==> src/inc/tcbi_pkg.sv <==
// Purpose: constants for the tape control bus interface
// Assumes: 36-bit processor words, 14 selection lines, 8 transports
// Notes: command layout and status layout are fixed here for both sides
package tcbi_pkg;
	localparam int WORD_W = 36;
	localparam int SEL_W = 14;
	localparam int UNIT_W = 3;
	// Command register field positions
	localparam int CMD_UNIT_LSB = 0;
	localparam int CMD_GO = 3;
	localparam int CMD_REV = 4;
	localparam int CMD_WRITE = 5;
	localparam int CMD_W = 6;
	localparam logic [CMD_W-1:0] CMD_RESET = 6'h00;
	// Status word field positions, upper bits read as zero
	localparam int ST_UNIT_LSB = 0;
	localparam int ST_GO = 3;
	localparam int ST_REV = 4;
	localparam int ST_WRITE = 5;
	localparam int ST_SPEED = 6;
	localparam int ST_ENDZONE = 7;
	localparam int ST_READY = 8;
	// Synchronised pin vector layout
	localparam int PIN_SEL = 0;
	localparam int PIN_CTL = 14;
	localparam int PIN_STREQ = 15;
	localparam int PIN_DATAO = 16;
	localparam int PIN_DATAI = 17;
	localparam int PIN_TIMING = 18;
	localparam int PIN_MARK = 19;
	localparam int PIN_TBIT = 20;
	localparam int PIN_SPEED = 21;
	localparam int PIN_ENDZ = 22;
	localparam int PIN_DATA = 23;
	localparam int PIN_W = 59;
	// Arbitrary default device address, set per installation
	localparam logic [SEL_W-1:0] DEV_ADDR_DEFAULT = 14'h0020;
	typedef enum logic [2:0] {
		CP_IDLE = 3'b001,
		CP_CLEAR = 3'b010,
		CP_LOAD = 3'b100
	} tcbi_cpstate_t;
endpackage

==> src/rtl/tcbi_bus_iface.sv <==
// Purpose: bus front end of a tape control unit
// Assumes: every bus and tape input is asynchronous to mclk
// Notes: all outputs are registered; drivers are released when not addressed
`timescale 1ns/10ps
module tcbi_bus_iface #(
	parameter logic [tcbi_pkg::SEL_W-1:0] DEV_ADDR = tcbi_pkg::DEV_ADDR_DEFAULT
) (
	input wire logic mclk,
	input wire logic rst,
	input wire logic [tcbi_pkg::SEL_W-1:0] busSel,
	input wire logic busCtlPulse,
	input wire logic busStatReq,
	input wire logic busDataoPulse,
	input wire logic busDataiReq,
	input wire logic [tcbi_pkg::WORD_W-1:0] busDataIn,
	output logic [tcbi_pkg::WORD_W-1:0] busDataOut,
	output logic busDataOe,
	input wire logic tapeTiming,
	input wire logic tapeMark,
	input wire logic tapeBitIn,
	input wire logic tapeUpToSpeed,
	input wire logic tapeEndZone,
	output logic [tcbi_pkg::UNIT_W-1:0] unitSel,
	output logic motionGo,
	output logic motionRev,
	output logic writeEnable,
	output logic tapeBitOut
);
	localparam int W = tcbi_pkg::WORD_W;

	////////////////////////////////////////////////////////////////////////
	// Two-flop synchroniser for every pin; logic reads only syncB, and syncPrev for edge detection
	logic [tcbi_pkg::PIN_W-1:0] pinRaw;
	logic [tcbi_pkg::PIN_W-1:0] syncA;
	logic [tcbi_pkg::PIN_W-1:0] syncB;
	logic [tcbi_pkg::PIN_W-1:0] syncPrev;
	assign pinRaw = {busDataIn, tapeEndZone, tapeUpToSpeed, tapeBitIn,
		tapeMark, tapeTiming, busDataiReq, busDataoPulse, busStatReq,
		busCtlPulse, busSel};

	always_ff @(posedge mclk) begin
		if (rst) begin
			syncA <= '0;
			syncB <= '0;
			syncPrev <= '0;
		end else begin
			syncA <= pinRaw;
			syncB <= syncA;
			syncPrev <= syncB;
		end
	end

	// Decoded pin views
	logic addrHit;
	logic ctlEdge;
	logic dataoEdge;
	logic timingEdge;
	logic markEdge;
	logic [W-1:0] dataSync;
	assign addrHit = syncB[tcbi_pkg::PIN_SEL +: tcbi_pkg::SEL_W] == DEV_ADDR;
	assign ctlEdge = syncB[tcbi_pkg::PIN_CTL] & ~syncPrev[tcbi_pkg::PIN_CTL];
	assign dataoEdge = syncB[tcbi_pkg::PIN_DATAO]
		& ~syncPrev[tcbi_pkg::PIN_DATAO];
	assign timingEdge = syncB[tcbi_pkg::PIN_TIMING]
		& ~syncPrev[tcbi_pkg::PIN_TIMING];
	assign markEdge = syncB[tcbi_pkg::PIN_MARK] & ~syncPrev[tcbi_pkg::PIN_MARK];
	assign dataSync = syncB[tcbi_pkg::PIN_DATA +: W];

	////////////////////////////////////////////////////////////////////////
	// Command, tape and bus state
	tcbi_pkg::tcbi_cpstate_t cpState, next_cpState;
	logic [tcbi_pkg::CMD_W-1:0] cmd, next_cmd;
	logic [W-1:0] cmdData, next_cmdData;
	logic [W-1:0] bufWord, next_bufWord;
	logic [W-1:0] shiftWord, next_shiftWord;
	logic dataReady, next_dataReady;
	logic endHit, next_endHit;
	logic [W-1:0] next_busDataOut;
	logic next_busDataOe;
	logic next_tapeBitOut;
	logic [tcbi_pkg::ST_READY:0] statusWord;
	logic moving;

	// Tape moves only with go set and transport at speed
	assign moving = cmd[tcbi_pkg::CMD_GO] & syncB[tcbi_pkg::PIN_SPEED];
	assign statusWord = {dataReady, endHit, syncB[tcbi_pkg::PIN_SPEED],
		cmd[tcbi_pkg::CMD_WRITE], cmd[tcbi_pkg::CMD_REV],
		cmd[tcbi_pkg::CMD_GO], cmd[tcbi_pkg::CMD_UNIT_LSB +: tcbi_pkg::UNIT_W]};

	// Next-state logic; a set of dataReady or endHit wins over its clear in the same cycle; a go loaded in the end zone is cleared one cycle after the load
	always_comb begin
		next_cpState = cpState;
		next_cmd = cmd;
		next_cmdData = cmdData;
		next_bufWord = bufWord;
		next_shiftWord = shiftWord;
		next_dataReady = dataReady;
		next_endHit = endHit;
		next_tapeBitOut = tapeBitOut;
		next_busDataOut = '0;
		next_busDataOe = 1'b0;
		// Clear then strobe: data is captured with the pulse, loaded later
		case (cpState)
			tcbi_pkg::CP_IDLE: begin
				if (ctlEdge && addrHit) begin
					next_cmdData = dataSync;
					next_cpState = tcbi_pkg::CP_CLEAR;
				end
			end
			tcbi_pkg::CP_CLEAR: begin
				next_cmd = tcbi_pkg::CMD_RESET;
				next_endHit = 1'b0;
				next_cpState = tcbi_pkg::CP_LOAD;
			end
			tcbi_pkg::CP_LOAD: begin
				next_cmd = cmdData[tcbi_pkg::CMD_W-1:0];
				next_cpState = tcbi_pkg::CP_IDLE;
			end
			default: begin
				next_cpState = tcbi_pkg::CP_IDLE;
			end
		endcase
		// Processor writes a word into the buffer
		if (dataoEdge && addrHit) begin
			next_bufWord = dataSync;
		end
		// Processor reads: buffer is handed over, ready flag drops
		if (syncB[tcbi_pkg::PIN_DATAI] && addrHit) begin
			next_busDataOut = bufWord;
			next_busDataOe = 1'b1;
			next_dataReady = 1'b0;
		end else if (syncB[tcbi_pkg::PIN_STREQ] && addrHit) begin
			next_busDataOut = {{(W - tcbi_pkg::ST_READY - 1){1'b0}}, statusWord};
			next_busDataOe = 1'b1;
		end
		// Bit clock comes only from the timing track
		if (moving && timingEdge) begin
			if (cmd[tcbi_pkg::CMD_WRITE]) begin
				next_tapeBitOut = shiftWord[W-1];
				next_shiftWord = {shiftWord[W-2:0], 1'b0};
			end else begin
				next_shiftWord = {shiftWord[W-2:0], syncB[tcbi_pkg::PIN_TBIT]};
			end
		end
		// Word boundary comes only from the mark track
		if (moving && markEdge) begin
			if (cmd[tcbi_pkg::CMD_WRITE]) begin
				next_shiftWord = bufWord;
			end else begin
				next_bufWord = shiftWord;
				next_dataReady = 1'b1;
			end
		end
		// End zone kills motion, sticky until the next command
		if (syncB[tcbi_pkg::PIN_ENDZ] && cmd[tcbi_pkg::CMD_GO]) begin
			next_cmd[tcbi_pkg::CMD_GO] = 1'b0;
			next_endHit = 1'b1;
		end
	end

	always_ff @(posedge mclk) begin
		if (rst) begin
			cpState <= tcbi_pkg::CP_IDLE;
			cmd <= tcbi_pkg::CMD_RESET;
			cmdData <= '0;
			bufWord <= '0;
			shiftWord <= '0;
			dataReady <= 1'b0;
			endHit <= 1'b0;
			tapeBitOut <= 1'b0;
			busDataOut <= '0;
			busDataOe <= 1'b0;
		end else begin
			cpState <= next_cpState;
			cmd <= next_cmd;
			cmdData <= next_cmdData;
			bufWord <= next_bufWord;
			shiftWord <= next_shiftWord;
			dataReady <= next_dataReady;
			endHit <= next_endHit;
			tapeBitOut <= next_tapeBitOut;
			busDataOut <= next_busDataOut;
			busDataOe <= next_busDataOe;
		end
	end

	////////////////////////////////////////////////////////////////////////
	// Transport controls registered from the command; go gated by end zone
	always_ff @(posedge mclk) begin
		if (rst) begin
			unitSel <= '0;
			motionGo <= 1'b0;
			motionRev <= 1'b0;
			writeEnable <= 1'b0;
		end else begin
			unitSel <= next_cmd[tcbi_pkg::CMD_UNIT_LSB +: tcbi_pkg::UNIT_W];
			motionGo <= next_cmd[tcbi_pkg::CMD_GO];
			motionRev <= next_cmd[tcbi_pkg::CMD_REV];
			writeEnable <= next_cmd[tcbi_pkg::CMD_WRITE];
		end
	end
endmodule

==> config.mk <==
export PLATFORM = sky130hd
export DESIGN_NAME = tcbi_bus_iface
export DESIGN_NICKNAME = d
export VERILOG_FILES = /design/src/inc/tcbi_pkg.sv /design/src/rtl/tcbi_bus_iface.sv
export SDC_FILE = /design/constraint.sdc
export NUM_CORES = 1
export LEC_CHECK = 0
export BUFFER_PORTS_ARGS = -buffer_cell sky130_fd_sc_hd__buf_2
export CAP_MARGIN = 10
export CORE_MARGIN = 2
export CORE_UTILIZATION = 50
export CTS_CLUSTER_SIZE = 20
export DETAILED_ROUTE_END_ITERATION = 10
export HOLD_SLACK_MARGIN = 0.03
export PLACE_DENSITY = 0.71
export SYNTH_ARGS = -nofsm -noshare
export SYNTH_HDL_FRONTEND = slang
export SYNTH_SLANG_ARGS = --single-unit
==> constraint.sdc <==
create_clock -name mclk -period 2.7 [get_ports mclk]
set_input_delay 0.81 -clock mclk [delete_from_list [all_inputs] [get_ports mclk]]
set_output_delay 0.81 -clock mclk [all_outputs]
set_load 0.03 [all_outputs]
Word level (Yosys, flattened, before mapping)
Index checks and enable logic that the tools add are counted.
{ "word_totals": {"output_inout_bits": 44, "register_bits": 271, "word_cells": 61} }
{ "op_classes": {"reduce_logical": 10, "bitwise": 9, "eq_ne": 5, "mux": 20} }
{ "ops": {"columns": ["cell", "count"], "rows": [
  ["$mux 36", 7],
  ["$eq 14x6->1 const B", 1],
  ["$pmux 6 s2", 1],
  ["$mux 1", 9],
  ["$mux 9", 1],
  ["$logic_and 1x1->1", 7],
  ["$pmux 3 s2", 1],
  ["$and 1x1->1", 5],
  ["$not 1->1", 4],
  ["$reduce_and 2->1", 2],
  ["$eq 3x1->1 const B", 1],
  ["$eq 3x2->1 const B", 1],
  ["$eq 3x3->1 const B", 1],
  ["$mux 3", 1],
  ["$ne 2x2->1 const B", 1],
  ["$reduce_bool 2->1", 1]
]} }

Depth between registers and ports, before layout
Gate-level depths: netlist (run 1).
{ "depth": {"ltp_word": 6, "mapped_depth": 7, "ltp_nobuf": 4} }

Least setup slack after synthesis (run 1)
No wires, ideal clock.
{ "synth_timing": {"path_type": "in2reg", "startpoint": "in rst", "endpoint": "reg bufWord[0]", "path_stages": 4, "required_time_ns": 2.562, "setup_slack_ns": 0.890, "n_path_buf": 3, "t_arrival_ns": 1.673, "path_cell_list": "clkbuf_1 clkbuf_1 clkbuf_1 a211oi_1"} }
{ "synth_lines": {"columns": ["item", "line", "rtl"], "rows": [
  ["from (decl)", "tcbi_bus_iface.sv:9", "input wire logic rst,"],
  ["to (signal assigned)", "tcbi_bus_iface.sv:177", "bufWord <= next_bufWord;"],
  ["to (decl)", "tcbi_bus_iface.sv:74", "logic [W-1:0] bufWord, next_bufWord;"]
]} }
No word-level cell between the ends.

==> metrics, run 1 <==
Finished Core Util=59.87%; Top Family by Delay on Critical Path=flip-flops; H-tree Lvls=1; final-report setup violation count=0; Layout area overhead=16.05%; HP Class=reg2reg; # DRC=0; GR Util All Layers=16.62%; Antenna Nets Post-Route=0; Inserted Clock Buffers=25; EDFF count, synth=0; Ys Warns=0; via count=5,142; max_cap viols=0; Die H=132.5 um; Placer Congestion=0.8273; CTS Hold Buffers Added=0; drt first pass iters=4; initial antenna violation count=0; syn avg cell area=11.37 um2; Slew Viols, Final=0; Die ar.=0.01755 mm2; setup ws final=618.9 ps; core area=0.01600 mm2; # port buffers=104; first-pass GRT wire length=24,480 um; Fin Setup TNS=0 ps; fraction of registers with async set/reset=0%; Synth area leaders=dfxtp_1, nor2b_1, mux2i_1; Final #Nets=875; DR WL/cell=14.20 um; maximum number of pins on one net before global-route repair=122; total congestion overflow=0; post-synth top area share=60.39%; status=finished clean; DRT met1 WL=6744 um; max incr delay on CP=500 ps; # diodes=0; CTS tree=built; net count after synthesis=787; multi-input logic area=0.003005 mm2; post-CTS sizing=0; cell with the most instances after synthesis=dfxtp_1; initial core utilization=51.59%; Met3 Routed Length=820 um; maximum VDD drop=0.0004079 V; setup repair bufs after CTS=0; Cell Chain, Critical Path=buf_2; total power=6.968 mW; CP max FO=6; static leakage=4.348 nW; dpl hpwl=9451 um; Clock power frac=43.2%; Crit Path Category=reg2out; Clock Tree Buf Depth=3; Filler cells=1,381; P_int=5.585 mW; crit path capture type=output port; routed wl met2=6915 um; WHS=432.3 ps; Max Freq=0.4805 GHz; Net Switching=1.383 mW; pwr/cell area=727.4 mW/mm2; post-synthesis sequential area ratio=60.39%; final WL=14,770 um; Clk Latency, worst-skew pair=510 ps; ys flop type=dfxtp_1; RSZ-0062 raised after global routing=false; Final Hold Vio Count=0; CP Data Arrival Time=1270 ps; TritonCTS sink count=249; via/cell ratio=4.944; number of global-route vias before repair=5,129; slowest CP cell=dfxtp_1; Clk Tree Root Cell=clkbuf_16; Inst Count DP=1,003; CTS clk-pin slew, worst paths=60 ps; # rows=46; layout cells sized above 1=18.45%; Final Instance Area=0.009579 mm2; Reg area=0.004985 mm2; sequential fraction of design power=54.3%; CP Launch Type=register; setup slack at placement=682.0 ps; Sw Ratio=19.84%; Boundary Pins=105; Min Clock Period, post-route=2081 ps; Synth top cells by count=dfxtp_1, nor2b_1, mux2i_1; combinational power share=2.5%; Req. time, crit path=1890 ps; CP Buf/Inv Count=1; Syn Inst Count=726; slew margin rel.=49.42%; Post-Syn Area=0.008254 mm2; Yosys reg bits=249; Setup Skew=18.65 ps; leading area contributor after synthesis=dfxtp_1; FF-to-FF Start=cmd[5]$_SDFFE_PP0P_; initial DRC count=286; Die X=132.5 um; Final Cycle Share=77.08%; Non-Filler Instances=1,040; Hold Crit Start=syncA[43]$_SDFF_PP0_; placed instance area=0.008882 mm2; crit path from=cmd[5]$_SDFFE_PP0P_; Slew @ Worst Pin=758.6 ps; Yosys cell types=32; uppermost routed layer=met4
per-layer routing:
| layer | vias to the layer above | track usage, % |
|---|---|---|
| met2 | 116 | 28.24 |
| met5 | - | 0 |
| met3 | 20 | 3.525 |
| li1 | 2640 | - |
| met4 | 0 | 4.421 |
| met1 | 2366 | 21.58 |
power groups by stage:
stage	logic [mW]	clock network, mW	registers (mW)
final	0.175	3.01	3.79
after CTS	0.179	3.07	3.79
after floorplan	0.115	0	3.86
after global routing	0.195	3.23	3.79
after global placement	0.172	0	3.86
after detailed placement	0.178	0	3.87
state kept, by name (all words and copies together), names as in the netlist, 3 cells and up:
signal / flops
syncPrev: 4
shiftWord: 36
cmdData: 6
cmd: 6
busDataOut: 36
cpState: 3
syncB: 59
bufWord: 36
syncA: 59
placed cells by master (no fill, tap or decap), types with 9 or more instances in the layout:
| master | synthesis | routed |
|---|---|---|
| nand2b_1 | 9 | 9 |
| a211oi_1 | 43 | 43 |
| a22o_1 | 15 | 15 |
| clkbuf_16 | 0 | 25 |
| and2_1 | 27 | 27 |
| dfxtp_1 | 249 | 249 |
| buf_2 | 12 | 103 |
| o2bb2ai_1 | 30 | 30 |
| mux2i_1 | 71 | 71 |
| nor2_1 | 56 | 55 |
| buf_4 | 2 | 9 |
| nor2b_1 | 128 | 128 |
cells by family (layout without fill, tap and decap cells):
| logic type | Yosys count | count (layout) | synth area share [%] |
|---|---|---|---|
| flip-flops | 249 | 249 | 60.39 |
| AO/OA/AOI/OAI | 114 | 114 | 10.54 |
| AND/OR/NAND/NOR | 237 | 237 | 17.24 |
| multiplexers | 71 | 71 | 8.610 |
| buffers and inverters | 55 | 153 | 3.229 |
final cells by class:
cell class                 instances  area share, %
clock buffer                      35          7.132
inverter                           2        0.07837
sequential                       249          52.04
tap                              216          2.821
clock inverter                     2         0.1437
multi-input combinational        422          31.37
timing repair buffer             114          6.413
final timing paths:
path / to / slack [ps] / cells after the start
worst max-delay path: writeEnable / 620 / 1
worst min-delay path: syncB[43]$_SDFF_PP0_ / 430 / 1
worst max register to register: shiftWord[9]$_SDFF_PP0_ / 680 / 5
worst min register to register: syncB[43]$_SDFF_PP0_ / 430 / 1
Power figures use the tool's default switching activity.
==> run 2: changes to the inputs <==
--- a/config.mk
+++ b/config.mk
@@ -12,7 +12,7 @@
 export CTS_CLUSTER_SIZE = 20
 export DETAILED_ROUTE_END_ITERATION = 10
 export HOLD_SLACK_MARGIN = 0.03
-export PLACE_DENSITY = 0.71
+export PLACE_DENSITY = 0.74
 export SYNTH_ARGS = -nofsm -noshare
 export SYNTH_HDL_FRONTEND = slang
 export SYNTH_SLANG_ARGS = --single-unit
==> constraint.sdc (replaced) <==
create_clock -name mclk -period 1.7 [get_ports mclk]
set_input_delay 0.51 -clock mclk [delete_from_list [all_inputs] [get_ports mclk]]
set_output_delay 0.51 -clock mclk [all_outputs]
set_load 0.03 [all_outputs]
==> run 2 against run 1 <==
Compared with the run above:
- the flow now finishes with violations (negative setup slack)
- flip-flop and latch count did not move
- routed wire length rose by 4.9%
- cell count rose by 1.6%
- critical path depth rose by 5
- register-to-register slack got worse by 720 ps
- non-clock buffer count rose by 11
- clock skew fell by 8.7 ps
- sequential power rose by 59%
- hold slack got worse by 220 ps
- utilization rose by 1.6 points
- die area did not move
- setup slack got worse by 660 ps
- critical endpoint is now bufWord[8]$_SDFF_PP0_
- largest cell class unchanged
==> metrics, run 2 (same netlist as run 1, synthesis figures left out) <==
Crit Path Category=reg2reg (was reg2out); CTS tree=built (unchanged); drt first pass iters=4 (unchanged); combinational power share=2.6% (was 2.5%); Final Cycle Share=102.6%; Setup Skew=9.936 ps (was 18.65 ps); sequential fraction of design power=53.1% (was 54.3%); Clock Tree Buf Depth=3 (unchanged); Hold Crit Start=tapeEndZone (was syncA[43]$_SDFF_PP0_); crit path from=syncB[1]$_SDFF_PP0_ (was cmd[5]$_SDFFE_PP0P_); WHS=211.7 ps (was 432.3 ps); max_cap viols=0 (unchanged); status=complete, but fails checks (was finished clean); violated checks=negative setup slack; core area=0.01600 mm2 (unchanged); Clock power frac=44.3% (was 43.2%); HP Class=in2reg (was reg2reg); first-pass GRT wire length=24,940 um (was 24,480 um); Final Hold Vio Count=0 (unchanged); static leakage=4.469 nW (was 4.348 nW); FF-to-FF Start=syncB[1]$_SDFF_PP0_ (was cmd[5]$_SDFFE_PP0P_); max incr delay on CP=380 ps (was 500 ps); maximum VDD drop=0.0007299 V (was 0.0004079 V); crit path capture type=register (was output port); CP max FO=18 (was 6); Antenna Nets Post-Route=0 (unchanged); via count=5,339 (was 5,142); CP Buf/Inv Count=2 (was 1); dpl hpwl=10,070 um (was 9451 um); initial core utilization=51.59% (unchanged); number of global-route vias before repair=5,240 (was 5,129); CTS clk-pin slew, worst paths=60 ps (about the same); Die H=132.5 um (unchanged); final-report setup violation count=20 (was 0); Non-Filler Instances=1,057 (was 1,040); Clk Latency, worst-skew pair=510 ps (about the same); setup ws final=-43.71 ps (was 618.9 ps); Req. time, crit path=2090 ps (was 1890 ps); maximum number of pins on one net before global-route repair=58 (was 122); layout cells sized above 1=20.57% (was 18.45%); Boundary Pins=105 (unchanged); total congestion overflow=0 (unchanged); # rows=46 (unchanged); H-tree Lvls=1 (unchanged); most frequent cells in the layout=dfxtp_1, nor2b_1, buf_2 (unchanged); Layout area overhead=19.08% (was 16.05%); pwr/cell area=1153 mW/mm2 (was 727.4 mW/mm2); Top Family by Delay on Critical Path=simple AND/OR/NAND/NOR gates (was flip-flops); Slew @ Worst Pin=481.5 ps (was 758.6 ps); # diodes=0 (unchanged); initial DRC count=338 (was 286); total power=11.34 mW (was 6.968 mW); # DRC=0 (unchanged); Inserted Clock Buffers=25 (unchanged); Placer Congestion=0.8257 (was 0.8273); CP Data Arrival Time=2130 ps (was 1270 ps); # port buffers=104 (unchanged); TritonCTS sink count=249 (unchanged); Filler cells=1,349 (was 1,381); slew margin rel.=67.78% (was 49.42%); Slew Viols, Final=0 (unchanged); CP Launch Type=register (unchanged); Regs by FF count=syncA (59), syncB (59) (unchanged); GR Util All Layers=16.98% (was 16.62%); DR WL/cell=14.66 um (was 14.20 um); Sw Ratio=19.91% (was 19.84%); Cell Chain, Critical Path=nor4b_4 > nand4_1 > buf_4 > buf_12 > mux2i_1 > o2bb2ai_1 (was buf_2); via/cell ratio=5.051 (was 4.944); Die X=132.5 um (unchanged); final WL=15,500 um (was 14,770 um); Net Switching=2.256 mW (was 1.383 mW); Inst Count DP=1,012 (was 1,003); most common cell after layout, fill and taps aside=dfxtp_1 (unchanged); Max Freq=0.5735 GHz; initial antenna violation count=0 (unchanged); Die ar.=0.01755 mm2 (unchanged); Final #Nets=886 (was 875); slowest CP cell=nor4b_4 (was dfxtp_1); Min Clock Period, post-route=1744 ps; Clk Tree Root Cell=clkbuf_16 (unchanged); P_int=9.079 mW (was 5.585 mW)
==> run 2: cell type report <==
cell class / instances / area, um2 / area share [%]
clock buffer: 36 / 726.9 / 7.396
clock inverter: 7 / 41.29 / 0.4201
inverter: 2 / 7.507 / 0.07637
multi-input combinational: 422 / 3019 / 30.72
sequential: 249 / 4985 / 50.71
tap: 216 / 270.3 / 2.749
timing repair buffer: 125 / 779.5 / 7.930
==> run 2: per-layer routing <==
metal / global-route usage (%) / part of all wire (%) / vias up
li1: - / - / 2669
met1: 22.17 / 45 / 2510
met2: 28.50 / 48 / 136
met3: 3.525 / 5.6 / 24
met4: 5.078 / 1.7 / 0
met5: 0 / 0 / -
==> run 2: per-stage QoR <==
step | setup TNS [ps] | setup WS, ps | area (um2) | utilization [%]
2_1_floorplan | 0 | 23.81 | 8254 | -
3_3_place_gp | 0 | 128.6 | 9000 | 56.25
3_5_place_dp | 0 | 101.0 | 9000 | 56.25
4_1_cts | 0 | 18.68 | 9777 | 61.10
5_1_grt | -2704 | -119.7 | 9829 | 61.43
6_report | -265.6 | -43.71 | 9829 | 61.43
==> run 2: power groups by stage <==
stage               Combinational, mW  Sequential, mW  Clock, mW
global placement                0.284            6.14          0
CTS                             0.296            6.02       5.14
floorplan                       0.183            6.12          0
global route                    0.325            6.02       5.41
finish                          0.294            6.02       5.03
detailed placement              0.294            6.14          0
==> run 2: timing repair <==
item	in CTS	in global routing
gates cloned	0	1
gates resized for setup	3	7
endpoints found under the setup margin	2	28
hold buffers	0	0
pin swaps	0	3
setup buffers	0	1
==> run 2: path summary, 6_finish.rpt <==
| kind | endpoint | slack (ps) | cells after the start |
|---|---|---|---|
| setup / recovery | bufWord[8]$_SDFF_PP0_ | -40 | 6 |
| hold / removal | syncA[22]$_SDFF_PP0_ | 210 | 2 |
| setup reg to reg | bufWord[8]$_SDFF_PP0_ | -40 | 6 |
| hold reg to reg | syncB[23]$_SDFF_PP0_ | 430 | 1 |
